==> src/verilog/print_ctl_map.vh <==
// Purpose: named constants for the helical printer line controller
// Assumes: 40 MHz system clock
// Notes: timing figures kept in their own units, cycle counts derived
`ifndef PRINT_CTL_MAP_VH
`define PRINT_CTL_MAP_VH

// ----------------------------------------------------------------
// clock and timing
// ----------------------------------------------------------------
`define CLK_KHZ 40000
`define MOTOR_HOLD_MS 1500
`define CS_HOLD_MS 10
`define LF_HOLD_MS 20
`define HAMMER_US 300
`define MOTOR_HOLD_CYC (`MOTOR_HOLD_MS * `CLK_KHZ)
`define CS_HOLD_CYC (`CS_HOLD_MS * `CLK_KHZ)
`define LF_HOLD_CYC (`LF_HOLD_MS * `CLK_KHZ)
`define HAMMER_CYC ((`HAMMER_US * `CLK_KHZ) / 1000)

// ----------------------------------------------------------------
// line format
// ----------------------------------------------------------------
`define MAX_DIGITS 15
`define MAX_SEPS 3'h4
`define WHEEL_CHARS 5'h1E
`define CODE_DP 5'h0A
`define CODE_BLANK 5'h1F
`define GRP_LAST 2'h2

// ----------------------------------------------------------------
// controller states
// ----------------------------------------------------------------
`define ST_IDLE 3'h0
`define ST_ENGAGE 3'h1
`define ST_START 3'h2
`define ST_COLUMN 3'h3
`define ST_FEED 3'h4

// ----------------------------------------------------------------
// column kinds
// ----------------------------------------------------------------
`define PH_SYM0 3'h0
`define PH_SYM1 3'h1
`define PH_DIG 3'h2
`define PH_DP 3'h3
`define PH_SEP 3'h4

`endif

==> src/verilog/helical_print_control.v <==
// Purpose: motor, carriage, hammer and feed control of a helical printer
// Assumes: printer strobes are asynchronous pins, line data is on clk
// Notes: one wheel revolution per column, blank code leaves a space
// Function
// - motor runs while a line is pending
// - motor stops shortly after, unless re-requested
// - right to left, symbols, then digits LSD first
// - 15 digits, point, two symbols, four spaces
// - line ends at most significant nonzero digit; runs on to digit dp_cnt_ff when the point is on and dp_cnt_ff is higher
// - one paper advance per line cycle
// - hammer fires when wanted character arrives
// - timing wheel strobes locate characters
// - start line only at carriage home
// - carriage start needs carriage and screw home
// - motor off after 1.5 s idle
// - 30 pulses plus home identify character
// - line feed ends printing of a line
`timescale 1ns/1ps
`include "print_ctl_map.vh"
module helical_print_control #(
  parameter [31:0] MOTOR_HOLD_CYC = `MOTOR_HOLD_CYC,
  parameter [31:0] CS_HOLD_CYC = `CS_HOLD_CYC,
  parameter [31:0] LF_HOLD_CYC = `LF_HOLD_CYC,
  parameter [31:0] HAMMER_CYC = `HAMMER_CYC
) (
  input wire clk,
  input wire srst,
  input wire line_valid,
  output wire line_ready,
  input wire [59:0] line_digits,
  input wire line_dp_en,
  input wire [3:0] line_dp_cnt,
  input wire [4:0] line_sym0,
  input wire [4:0] line_sym1,
  input wire line_sep_en,
  input wire carriage_home,
  input wire screw_home,
  input wire digit_home,
  input wire char_pulse,
  output wire motor_on,
  output wire carriage_start,
  output wire hammer_drive,
  output wire line_feed,
  output wire busy
);
  // ----------------------------------------------------------------
  // pin synchronisers
  // ----------------------------------------------------------------
  wire car_home_lvl;
  wire screw_rise;
  wire dhome_rise;
  wire char_rise;

  // four printer status inputs, all resynchronised
  sync_edge u_car (.clk(clk), .srst(srst), .pin(carriage_home),
    .level(car_home_lvl), .rise());
  sync_edge u_screw (.clk(clk), .srst(srst), .pin(screw_home),
    .level(), .rise(screw_rise));
  sync_edge u_dhome (.clk(clk), .srst(srst), .pin(digit_home),
    .level(), .rise(dhome_rise));
  sync_edge u_char (.clk(clk), .srst(srst), .pin(char_pulse),
    .level(), .rise(char_rise));

  // ----------------------------------------------------------------
  // state and data registers
  // ----------------------------------------------------------------
  reg [2:0] state_ff, nxt_state;
  reg [59:0] digits_ff;
  reg dp_en_ff, sep_en_ff;
  reg [3:0] dp_cnt_ff;
  reg [4:0] sym0_ff, sym1_ff;
  reg [2:0] phase_ff, nxt_phase;
  reg [3:0] idx_ff, nxt_idx;
  reg [1:0] grp_ff, nxt_grp;
  reg [2:0] sep_ff, nxt_sep;
  reg [4:0] pos_ff;
  reg armed_ff, check_ff, fired_ff;
  reg motor_ff, cs_ff, ham_ff, lf_ff;
  reg [31:0] sol_cnt_ff, ham_cnt_ff, motor_cnt_ff;
  reg [3:0] msd;
  reg [3:0] last_idx;
  reg [4:0] cur_code;
  reg col_last;
  integer k;

  assign line_ready = (state_ff == `ST_IDLE);
  assign motor_on = motor_ff;
  assign carriage_start = cs_ff;
  assign hammer_drive = ham_ff;
  assign line_feed = lf_ff;
  assign busy = (state_ff != `ST_IDLE);

  // ----------------------------------------------------------------
  // line layout decode
  // ----------------------------------------------------------------
  // highest nonzero digit; zeros above it are printed only up to digit dp_cnt_ff when the point is on
  always @* begin
    msd = 4'h0;
    for (k = 0; k < `MAX_DIGITS; k = k + 1) begin
      if (digits_ff[k*4 +: 4] != 4'h0) begin
        msd = k[3:0];
      end
    end
    last_idx = msd;
    if (dp_en_ff && (dp_cnt_ff > msd)) begin
      last_idx = dp_cnt_ff; // keep a leading zero before the point
    end
  end

  // wheel code of the column now in print position
  always @* begin
    case (phase_ff)
      `PH_SYM0: cur_code = sym0_ff;
      `PH_SYM1: cur_code = sym1_ff;
      `PH_DIG: cur_code = {1'b0, digits_ff[{idx_ff, 2'b00} +: 4]};
      `PH_DP: cur_code = `CODE_DP;
      default: cur_code = `CODE_BLANK;
    endcase
  end

  // next column: symbols, then digits LSD up, point and spaces between
  always @* begin
    nxt_phase = phase_ff;
    nxt_idx = idx_ff;
    nxt_grp = grp_ff;
    nxt_sep = sep_ff;
    col_last = 1'b0;
    case (phase_ff)
      `PH_SYM0: nxt_phase = `PH_SYM1;
      `PH_SYM1: begin
        nxt_phase = `PH_DIG;
        nxt_idx = 4'h0;
      end
      `PH_DIG: begin
        if (idx_ff == last_idx) begin
          col_last = 1'b1;
        end else if (dp_en_ff && (idx_ff + 4'h1 == dp_cnt_ff)) begin
          nxt_phase = `PH_DP;
        end else if (!dp_en_ff || (idx_ff >= dp_cnt_ff)) begin
          nxt_grp = (grp_ff == `GRP_LAST) ? 2'h0 : grp_ff + 2'h1;
          if (sep_en_ff && (grp_ff == `GRP_LAST) && (sep_ff < `MAX_SEPS)) begin
            nxt_phase = `PH_SEP;
            nxt_sep = sep_ff + 3'h1;
          end else begin
            nxt_idx = idx_ff + 4'h1;
          end
        end else begin
          nxt_idx = idx_ff + 4'h1;
        end
      end
      default: begin
        nxt_phase = `PH_DIG;
        nxt_idx = idx_ff + 4'h1;
      end
    endcase
  end

  // ----------------------------------------------------------------
  // controller sequence
  // ----------------------------------------------------------------
  always @* begin
    nxt_state = state_ff;
    case (state_ff)
      `ST_IDLE: if (line_valid) nxt_state = `ST_ENGAGE;
      `ST_ENGAGE: if (car_home_lvl && screw_rise) nxt_state = `ST_START;
      `ST_START: if (sol_cnt_ff == 32'h0) nxt_state = `ST_COLUMN;
      `ST_COLUMN: if (armed_ff && dhome_rise && col_last && !ham_ff) nxt_state = `ST_FEED;
      `ST_FEED: if (sol_cnt_ff == 32'h0) nxt_state = `ST_IDLE;
      default: nxt_state = `ST_IDLE;
    endcase
  end

  // state, line latch and column tracking
  always @(posedge clk) begin
    if (srst) begin
      state_ff <= `ST_IDLE;
      digits_ff <= 60'h0;
      dp_en_ff <= 1'b0;
      sep_en_ff <= 1'b0;
      dp_cnt_ff <= 4'h0;
      sym0_ff <= `CODE_BLANK;
      sym1_ff <= `CODE_BLANK;
      phase_ff <= `PH_SYM0;
      idx_ff <= 4'h0;
      grp_ff <= 2'h0;
      sep_ff <= 3'h0;
    end else begin
      state_ff <= nxt_state;
      if (state_ff == `ST_IDLE && line_valid) begin
        digits_ff <= line_digits;
        dp_en_ff <= line_dp_en;
        sep_en_ff <= line_sep_en;
        dp_cnt_ff <= line_dp_cnt;
        sym0_ff <= line_sym0;
        sym1_ff <= line_sym1;
        phase_ff <= `PH_SYM0;
        idx_ff <= 4'h0;
        grp_ff <= 2'h0;
        sep_ff <= 3'h0;
      end else if (state_ff == `ST_COLUMN && armed_ff && dhome_rise && !col_last) begin
        phase_ff <= nxt_phase;
        idx_ff <= nxt_idx;
        grp_ff <= nxt_grp;
        sep_ff <= nxt_sep;
      end
    end
  end

  // ----------------------------------------------------------------
  // wheel position and hammer timing
  // ----------------------------------------------------------------
  // home clears the count, each character pulse advances it, holding at 29
  always @(posedge clk) begin
    if (srst) begin
      pos_ff <= 5'h0;
      armed_ff <= 1'b0;
      check_ff <= 1'b0;
      fired_ff <= 1'b0;
      ham_ff <= 1'b0;
      ham_cnt_ff <= 32'h0;
    end else begin
      check_ff <= 1'b0;
      if (dhome_rise) begin
        pos_ff <= 5'h0;
        check_ff <= 1'b1;
        fired_ff <= 1'b0;
        armed_ff <= (state_ff == `ST_COLUMN) && (nxt_state == `ST_COLUMN);
      end else if (char_rise && pos_ff < `WHEEL_CHARS - 5'h1) begin
        pos_ff <= pos_ff + 5'h1;
        check_ff <= 1'b1;
      end
      if (state_ff != `ST_COLUMN) begin
        armed_ff <= 1'b0;
      end
      if (ham_ff) begin
        if (ham_cnt_ff == 32'h0) begin
          ham_ff <= 1'b0;
        end else begin
          ham_cnt_ff <= ham_cnt_ff - 32'h1;
        end
      end else if (armed_ff && check_ff && !fired_ff && pos_ff == cur_code) begin
        ham_ff <= 1'b1;
        fired_ff <= 1'b1;
        ham_cnt_ff <= HAMMER_CYC - 32'h1;
      end
    end
  end

  // ----------------------------------------------------------------
  // solenoids and motor
  // ----------------------------------------------------------------
  // carriage start and line feed share one hold timer
  always @(posedge clk) begin
    if (srst) begin
      cs_ff <= 1'b0;
      lf_ff <= 1'b0;
      sol_cnt_ff <= 32'h0;
    end else begin
      if (state_ff == `ST_ENGAGE && nxt_state == `ST_START) begin
        cs_ff <= 1'b1;
        sol_cnt_ff <= CS_HOLD_CYC - 32'h1;
      end else if (state_ff == `ST_COLUMN && nxt_state == `ST_FEED) begin
        lf_ff <= 1'b1;
        sol_cnt_ff <= LF_HOLD_CYC - 32'h1;
      end else if (sol_cnt_ff != 32'h0) begin
        sol_cnt_ff <= sol_cnt_ff - 32'h1;
      end else begin
        cs_ff <= 1'b0;
        lf_ff <= 1'b0;
      end
    end
  end

  // motor on while busy, held after the line until idle time runs out
  always @(posedge clk) begin
    if (srst) begin
      motor_ff <= 1'b0;
      motor_cnt_ff <= 32'h0;
    end else if (nxt_state != `ST_IDLE) begin
      motor_ff <= 1'b1;
      motor_cnt_ff <= MOTOR_HOLD_CYC - 32'h1;
    end else if (motor_cnt_ff != 32'h0) begin
      motor_cnt_ff <= motor_cnt_ff - 32'h1;
    end else begin
      motor_ff <= 1'b0;
    end
  end
endmodule

==> src/verilog/sync_edge.v <==
// Purpose: two-flop synchroniser with rising edge detect
// Assumes: input is asynchronous to clk
// Notes: first flop feeds only the second
`timescale 1ns/1ps
module sync_edge (
  input wire clk,
  input wire srst,
  input wire pin,
  output wire level,
  output wire rise
);
  reg meta_ff;
  reg sync_ff;
  reg last_ff;

  // synchronise then remember previous level
  always @(posedge clk) begin
    if (srst) begin
      meta_ff <= 1'b0;
      sync_ff <= 1'b0;
      last_ff <= 1'b0;
    end else begin
      meta_ff <= pin;
      sync_ff <= meta_ff;
      last_ff <= sync_ff;
    end
  end

  assign level = sync_ff;
  assign rise = sync_ff & ~last_ff;
endmodule
==> config.mk <==
export PLATFORM = sky130hd
export DESIGN_NAME = helical_print_control
export DESIGN_NICKNAME = d
export VERILOG_FILES = /design/src/verilog/helical_print_control.v /design/src/verilog/sync_edge.v
export VERILOG_INCLUDE_DIRS = /design/src /design/src/verilog
export SDC_FILE = /design/constraint.sdc
export NUM_CORES = 1
export LEC_CHECK = 0
export BUFFER_PORTS_ARGS = -buffer_cell sky130_fd_sc_hd__clkbuf_2
export CAP_MARGIN = 20
export CORE_UTILIZATION = 45
export CTS_BUF_LIST = sky130_fd_sc_hd__clkbuf_4 sky130_fd_sc_hd__clkbuf_8
export DETAILED_ROUTE_END_ITERATION = 8
export GPL_TIMING_DRIVEN = 0
export PLACE_DENSITY_LB_ADDON = 0.15
export SYNTH_ARGS = -nofsm -noshare
export SYNTH_HDL_FRONTEND = slang
export SYNTH_HIERARCHICAL = 1
export SYNTH_SLANG_ARGS = --single-unit
==> constraint.sdc <==
create_clock -name clk -period 5.3 [get_ports clk]
set_input_delay 0.53 -clock clk [delete_from_list [all_inputs] [get_ports clk]]
set_output_delay 0.53 -clock clk [all_outputs]
set_load 0.01 [all_outputs]
==> results of run 1 <==
-- cells in the final DEF, fill, tap and decap left out, types with 29 or more instances in the layout --
cell type,instances
nand2_1,219
dfxtp_1,210
a21oi_1,138
clkbuf_2,88
nor2_1,81
xnor2_1,57
nor3_1,55
clkbuf_8,44
clkbuf_1,43
xor2_1,29
-- final timing paths --
kind                            depth (start not counted)              to  slack, ns       startpoint
worst max-delay path                                   14  sol_cnt_ff[25]       0.77    digits_ff[36]
worst min-delay path                                    3      sym0_ff[1]       0.22     line_sym0[1]
worst max register to register                         14  sol_cnt_ff[25]       0.77    digits_ff[36]
worst min register to register                          1   u_screw/level       0.43  u_screw/meta_ff
-- through the flow --
step           std cells  worst slack [ns]  util [%]  total power, W  hold slack [ns]
6_report            1614             0.765      52.8         0.00422            0.221
2_1_floorplan       1184              1.45         -         0.00250            0.414
5_1_grt             1614             0.506      52.8         0.00445            0.210
4_1_cts             1614             0.878      52.8         0.00426            0.197
3_5_place_dp        1552             0.891      49.4         0.00271            0.428
3_3_place_gp        1552             0.894      49.4         0.00270            0.416
-- layout make-up --
class,instances,share of cell area [%]
clock inverters,9,0.664
multi-input cells,898,47.4
repair buffers,88,3.83
plain buffers,55,1.92
clock buffers,53,5.86
flip-flops and latches,210,36.6
inverters,21,0.686
well taps,280,3.05
-- flip-flops by register name, indices dropped and copies added (netlist names), 2 cells and up --
| register | cells |
|---|---|
| sol_cnt_ff | 32 |
| sym1_ff | 5 |
| grp_ff | 2 |
| sym0_ff | 5 |
| dp_cnt_ff | 4 |
| motor_cnt_ff | 32 |
| idx_ff | 4 |
| digits_ff | 60 |
| state_ff | 3 |
| pos_ff | 5 |
| phase_ff | 3 |
| ham_cnt_ff | 32 |
| sep_ff | 3 |
-- critical path: cells and delay by family (launching register included) --
kind	cells	cell delay, ns
AND/OR/NAND/NOR	7	1.87
flip-flops	1	0.34
adder cells (fa/ha/maj)	1	0.28
AO/OA/AOI/OAI	5	1.72
buffers and inverters	1	0.20
-- report_power, final --
part	internal, W	switching [W]
Clock	0.000865	0.000672
Combinational	0.000374	0.000479
Sequential	0.00171	0.000119
-- per-layer routing --
metal / wire length [um] / vias to the layer above / global-route usage [%]
met5: 0 / - / 0
met4: 622 / 0 / 7.50
met3: 1600 / 50 / 4.76
met2: 10900 / 225 / 35.4
met1: 12700 / 4149 / 32.9
li1: - / 4468 / -
==> impl_metrics.env, run 1 <==
export IMPL_dieArea_um2=22700
export IMPL_cts_tree="done"
export IMPL_fin_crit_sh_pct=85.6
export IMPL_setup_viol=0
export IMPL_multi_input_area_um2=5450
export IMPL_rsz0062_at_grt="false"
export IMPL_fin_worst_skew_ns=0.0147
export IMPL_final_cell_area_um2=11500
export IMPL_arrival_ns=4.95
export IMPL_cts_buffer_depth=3
export IMPL_cp_start_kind="flop"
export IMPL_core_um2=21800
export IMPL_clock_latency_ns=0.53
export IMPL_routabilityCongestion=0.936
export IMPL_grt_max_degree=15
export IMPL_die_w_um=151
export IMPL_die_y_um=151
export IMPL_ios=89
export IMPL_drc=0
export IMPL_tns_ns=0
export IMPL_power_leakage_nw=4.38
export IMPL_worstPathMaxFanout=10
export IMPL_wl_um=25900
export IMPL_via_per_inst=5.51
export IMPL_dr_pass1_iters=5
export IMPL_drive_above_1_share_pct=14.6
export IMPL_port_buffers=88
export IMPL_critPathMaxStageDelay_ns=0.72
export IMPL_grt_pass1_wl_um=41700
export IMPL_hold_viol_final=0
export IMPL_num_rows=54
export IMPL_cts_resized=0
export IMPL_synth_nets=1281
export IMPL_maxCapViolCount=0
export IMPL_fill_cells=2092
export IMPL_layout_min_cycle_time_ns=4.53
export IMPL_wl_per_cell_um=16.0
export IMPL_numCtsBuffers=36
export IMPL_crit_type="flop to flop"
export IMPL_clock_sinks=210
export IMPL_postSynthCellCount=1184
export IMPL_vias=8892
export IMPL_overflow=0
export IMPL_synth_area_per_cell_um2=8.41
export IMPL_syn_to_final_growth_pct=15.5
export IMPL_cts_clk_slew_worst_paths_ns=0.06
export IMPL_drtIter0Drc=530
export IMPL_critPathSlowestCell="nor4_1"
export IMPL_crit_path_end_kind="flop"
export IMPL_netlist_area_um2=9950
export IMPL_dpl_hpwl_um=19000
export IMPL_grt_pass1_vias=8303
export IMPL_status="finished, final reports clean"
export IMPL_relSlewSlack_pct=46.2
export IMPL_cts_setup_buffers=0
export IMPL_antenna_found_initial=0
export IMPL_path_cells="nor4_1, and2_1, o221a_2, nor2_1, ha_1, nor2b_1, o211ai_1, a21oi_1, and4b_1, or3_4, a2111oi_4, a21o_2, buf_4, nor2_1"
export IMPL_initial_core_util_pct=45.8
export IMPL_max_freq_ghz=0.221
export IMPL_seq_area_um2=4200
export IMPL_cts_root_buf="clkbuf_8"
export IMPL_worst_slew_pin_slew_ns=0.800
export IMPL_fin_nets=1407
export IMPL_slew_violations=0
export IMPL_ys_warn_count=6
export IMPL_hold_path_class="input port to flop"
export IMPL_power_density_nw_per_um2=367
export IMPL_postPlaceCellArea_um2=10700
export IMPL_crit_top_cell="nor2_1"
export IMPL_cts_max_level=2
export IMPL_peakVddDrop_mv=0.189
export IMPL_hold_buffers=0
export IMPL_grt_usage_pct=23.3
export IMPL_crit_required_ns=5.71
export IMPL_ant_nets=0
export IMPL_n_antenna_cell=0
No activity file was read; power rests on OpenSTA's default activity.
==> run 2, diff against run 1 <==
--- a/config.mk
+++ b/config.mk
@@ -8,11 +8,13 @@
 export LEC_CHECK = 0
 export BUFFER_PORTS_ARGS = -buffer_cell sky130_fd_sc_hd__clkbuf_2
 export CAP_MARGIN = 20
+export CORE_ASPECT_RATIO = 0.9
 export CORE_UTILIZATION = 45
 export CTS_BUF_LIST = sky130_fd_sc_hd__clkbuf_4 sky130_fd_sc_hd__clkbuf_8
 export DETAILED_ROUTE_END_ITERATION = 8
 export GPL_TIMING_DRIVEN = 0
 export PLACE_DENSITY_LB_ADDON = 0.15
+export SKIP_CTS_REPAIR_TIMING = 1
 export SYNTH_ARGS = -nofsm -noshare
 export SYNTH_HDL_FRONTEND = slang
 export SYNTH_HIERARCHICAL = 1
==> run 2 against run 1 <==
Against the previous run:
- hold slack got worse by 0.030 ns
- first-iteration DRC count grew 0.75%
- largest cell class unchanged
- sequential share of layout area about the same
- clock power hardly changed
- critical path type unchanged
- count of clock-buffer cells in the layout is 1 lower
- flip-flop and latch count stayed put
==> impl_metrics.env, run 2 (same netlist as run 1, synthesis figures left out) <==
export IMPL_cts_max_level=2
export IMPL_worstPathMaxFanout=10
export IMPL_numCtsBuffers=37
export IMPL_setup_viol=0
export IMPL_maxCapViolCount=0
export IMPL_final_common_cell="nand2_1"
export IMPL_die_y_um=143
export IMPL_arrival_ns=5.06
export IMPL_ant_nets=0
export IMPL_wl_per_cell_um=16.1
export IMPL_drc=0
export IMPL_via_per_inst=5.40
export IMPL_cts_buffer_depth=3
export IMPL_fill_cells=2111
export IMPL_p_sw_share_pct=30.4
export IMPL_crit_path_end_kind="flop"
export IMPL_relSlewSlack_pct=44.4
export IMPL_max_freq_ghz=0.216
export IMPL_power_leakage_nw=4.39
export IMPL_cpLargestDelayFamily="compound AO/OA/AOI/OAI gates"
export IMPL_critPathMaxStageDelay_ns=0.74
export IMPL_status="finished, final reports clean"
export IMPL_rsz0062_at_grt="false"
export IMPL_crit_type="flop to flop"
export IMPL_syn_to_final_growth_pct=15.6
export IMPL_routabilityCongestion=0.939
export IMPL_n_antenna_cell=0
export IMPL_timing_critical_path_buf_inv=1
export IMPL_p_clk_share_pct=36.3
export IMPL_dr_pass1_iters=5
export IMPL_tns_ns=0
export IMPL_power_w=0.00422
export IMPL_clock_sinks=210
export IMPL_most_common_layout_cells="nand2_1 (219), dfxtp_1 (210), a21oi_1 (138)"
export IMPL_cts_tree="done"
export IMPL_power_frac_comb_pct=20.2
export IMPL_switchingPower_w=0.00128
export IMPL_path_cells="nor4_1, o21ai_1, a21oi_1, a21oi_1, nor2_1, ha_1, nand4_1, nand2_1, a21oi_1, and4b_1, or3_4, a2111oi_4, a21o_2, buf_4, nor2_1"
export IMPL_cp_start_kind="flop"
export IMPL_worst_slew_pin_slew_ns=0.826
export IMPL_final_core_util_pct=53.2
export IMPL_hold_path_class="input port to flop"
export IMPL_die_w_um=159
export IMPL_fin_crit_sh_pct=87.5
export IMPL_ios=89
export IMPL_dpl_hpwl_um=19100
export IMPL_antenna_found_initial=0
export IMPL_drive_above_1_share_pct=14.7
export IMPL_grt_pass1_vias=8377
export IMPL_seq_area_um2=4200
export IMPL_num_rows=51
export IMPL_grt_usage_pct=23.2
export IMPL_core_um2=21600
export IMPL_power_density_nw_per_um2=367
export IMPL_hold_viol_final=0
export IMPL_crit_top_cell="a21oi_1"
export IMPL_peakVddDrop_mv=0.231
export IMPL_critPathSlowestCell="nor4_1"
export IMPL_grt_max_degree=15
export IMPL_multi_input_area_um2=5450
export IMPL_port_buffers=88
export IMPL_overflow=0
export IMPL_largest_reg_flops=60
export IMPL_clock_latency_ns=0.55
export IMPL_vias=8790
export IMPL_dieArea_um2=22700
export IMPL_layout_min_cycle_time_ns=4.64
export IMPL_cts_root_buf="clkbuf_8"
export IMPL_grt_pass1_wl_um=42500
export IMPL_slew_violations=0
export IMPL_initial_core_util_pct=46.0
export IMPL_fin_nets=1408
export IMPL_cts_clk_slew_worst_paths_ns=0.07
export IMPL_drtIter0Drc=534
export IMPL_p_seq_share_pct=43.4
export IMPL_crit_required_ns=5.72
export IMPL_p_int_w=0.00294
export IMPL_fin_worst_skew_ns=0.0352
export IMPL_wl_um=26200
export IMPL_regMostFlops="digits_ff"
==> run 2: cell count changes in the layout (fill, tap and decap cells not counted), sizes merged <==
cell | before | now
clkbuf | 184 | 183
inv | 21 | 22
clkinv | 7 | 10
clkinvlp | 1 | 0
==> run 2: final timing paths <==
path / slack, ns / cells past startpoint / to / startpoint
setup reg to reg: 0.66 / 15 / sol_cnt_ff[22] / digits_ff[32]
hold / removal: 0.19 / 3 / digits_ff[4] / line_digits[4]
setup / recovery: 0.66 / 15 / sol_cnt_ff[22] / digits_ff[32]
hold reg to reg: 0.45 / 1 / u_dhome/level / u_dhome/meta_ff
==> run 2: metal layers <==
| metal | up-vias | wire, um | track usage (%) |
|---|---|---|---|
| li1 | 4470 | - | - |
| met1 | 4069 | 13100 | 32.7 |
| met2 | 218 | 10900 | 35.3 |
| met3 | 33 | 1670 | 4.88 |
| met4 | 0 | 420 | 7.00 |
| met5 | - | 0 | 0 |
==> run 2: cell type report <==
cell class	instances	share of cell area (%)
Buffer	55	1.91
Clock buffer	52	5.68
Clock inverter	12	0.826
Timing Repair Buffer	88	3.83
Sequential cell	210	36.5
Tap cell	291	3.16
Inverter	21	0.685
Multi-Input combinational cell	898	47.4
==> run 2: metrics by stage <==
stage	hold WS, ns	area (um^2)	instances	worst slack, ns
4_1_cts	0.169	11500	1627	0.814
5_1_grt	0.190	11500	1627	0.462
6_report	0.190	11500	1627	0.661
3_5_place_dp	0.425	10800	1563	0.861
3_3_place_gp	0.421	10800	1563	0.916
2_1_floorplan	0.414	9950	1184	1.45
==> run 2: power by group through the flow <==
stage / Sequential, W / Combinational [W] / Clock (W)
floorplan: 0.00183 / 0.000664 / 0
global placement: 0.00186 / 0.000838 / 0
detailed placement: 0.00186 / 0.000850 / 0
CTS: 0.00183 / 0.000856 / 0.00157
global route: 0.00185 / 0.000962 / 0.00164
finish: 0.00183 / 0.000854 / 0.00153
==> run 2: worst register-to-register path, cell delays in order (launching register included) <==
cell	delay (ns)
dfxtp_1	0.33
nor4_1	0.74
o21ai_1	0.22
a21oi_1	0.33
a21oi_1	0.12
nor2_1	0.11
ha_1	0.23
nand4_1	0.11
nand2_1	0.06
a21oi_1	0.42
and4b_1	0.28
or3_4	0.39
a2111oi_4	0.60
a21o_2	0.30
buf_4	0.20
nor2_1	0.06
==> run 3, diff against run 2 <==
==> constraint.sdc (replaced) <==
create_clock -name clk -period 4.1 [get_ports clk]
set_input_delay 0.41 -clock clk [delete_from_list [all_inputs] [get_ports clk]]
set_output_delay 0.41 -clock clk [all_outputs]
set_load 0.01 [all_outputs]
==> run 3 against run 2 <==
Against the previous run:
- critical endpoint is now sol_cnt_ff[9]
- die area is the same
- total power up 31%
- design area rose by 2.1%
- clock power increased by 30%
- maximum frequency is 13% higher
- global-route usage is the same
==> impl_metrics.env, run 3 (same netlist as run 1, synthesis figures left out) <==
export IMPL_status="finished, final reports clean"
export IMPL_rsz0062_at_grt="true"
export IMPL_hold_path_class="input port to flop"
export IMPL_syn_to_final_growth_pct=18.0
export IMPL_wl_um=26800
export IMPL_wl_per_cell_um=16.4
export IMPL_power_leakage_nw=4.48
export IMPL_dieArea_um2=22700
export IMPL_clock_sinks=210
export IMPL_grt_pass1_wl_um=42500
export IMPL_routabilityCongestion=0.939
export IMPL_numCtsBuffers=37
export IMPL_grt_usage_pct=23.2
export IMPL_cts_tree="done"
export IMPL_peakVddDrop_mv=0.299
export IMPL_worst_slew_pin_slew_ns=0.922
export IMPL_grt_pass1_vias=8377
export IMPL_core_um2=21600
export IMPL_hold_viol_final=0
export IMPL_ios=89
export IMPL_num_rows=51
export IMPL_dr_pass1_iters=5
export IMPL_die_y_um=143
export IMPL_cp_start_kind="flop"
export IMPL_overflow=0
export IMPL_port_buffers=88
export IMPL_initial_core_util_pct=46.0
export IMPL_maxCapViolCount=0
export IMPL_crit_type="flop to flop"
export IMPL_ant_nets=0
export IMPL_drc=0
export IMPL_crit_path_end_kind="flop"
export IMPL_via_per_inst=5.44
export IMPL_die_w_um=159
export IMPL_antenna_found_initial=0
export IMPL_clock_latency_ns=0.55
export IMPL_relSlewSlack_pct=38.1
export IMPL_fin_crit_sh_pct=99.8
export IMPL_slew_violations=0
export IMPL_n_antenna_cell=0
export IMPL_dpl_hpwl_um=19100
export IMPL_cts_buffer_depth=3
export IMPL_final_common_cell="nand2_1"
export IMPL_rr_worst_depth=15
export IMPL_final_cell_area_um2=11800
export IMPL_fin_nets=1421
export IMPL_largest_reg_flops=60
export IMPL_most_common_layout_cells="nand2_1 (219), dfxtp_1 (207), a21oi_1 (133)"
export IMPL_cts_clk_slew_worst_paths_ns=0.07
export IMPL_worstPathMaxFanout=5
export IMPL_min_path_cells=3
export IMPL_fin_worst_skew_ns=0.0335
export IMPL_power_density_nw_per_um2=470
export IMPL_layout_min_cycle_time_ns=4.09
export IMPL_cts_max_level=2
export IMPL_dp_slack_ns=-0.339
export IMPL_fill_cells=2075
export IMPL_vias=8928
export IMPL_postPlaceCellArea_um2=10800
export IMPL_arrival_ns=4.48
export IMPL_crit_required_ns=4.48
export IMPL_cts_root_buf="clkbuf_8"
export IMPL_setup_viol=0
export IMPL_fin_ws_ns=0.00833
export IMPL_drtIter0Drc=560
export IMPL_power_w=0.00552
export IMPL_max_freq_ghz=0.244
export IMPL_regMostFlops="digits_ff"
export IMPL_grt_max_degree=15
export IMPL_drive_above_1_share_pct=17.2
[run 3: changes by cell type in the layout (fill, tap and decap cells not counted), sizes merged]
cell / change
a21oi: +1
buf: +12
[run 3: worst paths after layout]
path / start / endpoint / slack [ns]
min reg2reg: u_dhome/meta_ff / u_dhome/level / 0.46
max reg2reg: digits_ff[23] / sol_cnt_ff[9] / 0.008
min: line_digits[4] / digits_ff[4] / 0.07
max: digits_ff[23] / sol_cnt_ff[9] / 0.008
[run 3: cell type report]
type / instances / area (um^2) / area share, %
sequential: 210 / 4210 / 35.8
inverter: 21 / 78.8 / 0.671
tap: 291 / 364 / 3.10
buffer: 54 / 219 / 1.86
multi-input combinational: 899 / 5590 / 47.6
clock buffer: 52 / 653 / 5.56
clock inverter: 12 / 95.1 / 0.809
timing repair buffer: 101 / 539 / 4.59
[run 3: routing by layer]
| layer | vias up | routed length (um) | global-route usage (%) |
|---|---|---|---|
| met2 | 209 | 11400 | 35.3 |
| met1 | 4187 | 13300 | 32.7 |
| met4 | 0 | 427 | 7.00 |
| met3 | 38 | 1620 | 4.88 |
| met5 | - | 0 | 0 |
| li1 | 4494 | - | - |
[run 3: where the power goes]
group / internal, W / total, W / switching [W]
logic: 0.000519 / 0.00116 / 0.000643
clock network: 0.00110 / 0.00199 / 0.000887
registers: 0.00221 / 0.00237 / 0.000159
[run 3: worst max-delay path, cell delays in order (launching register included)]
cell	delay [ns]
dfxtp_2	0.33
or4_4	0.55
a211oi_2	0.24
o221a_2	0.28
nor2_2	0.05
ha_1	0.28
nor2b_4	0.13
o211ai_1	0.27
a21oi_2	0.12
buf_4	0.16
mux2i_4	0.18
or3_4	0.37
a2111o_1	0.51
buf_6	0.20
o211ai_1	0.16
a21oi_1	0.09
[run 3: metrics by stage]
stage                     utilization, %  instances  hold WS (ns)  TNS [ns]
final                               54.3       1640        0.0702         0
after global routing                54.3       1640        0.0696     -3.03
after CTS                           53.2       1627        0.0493    -12.20
after detailed placement            49.7       1563         0.425     -9.96
after floorplan                        -       1184         0.414         0
after global placement              49.7       1563         0.421     -7.57
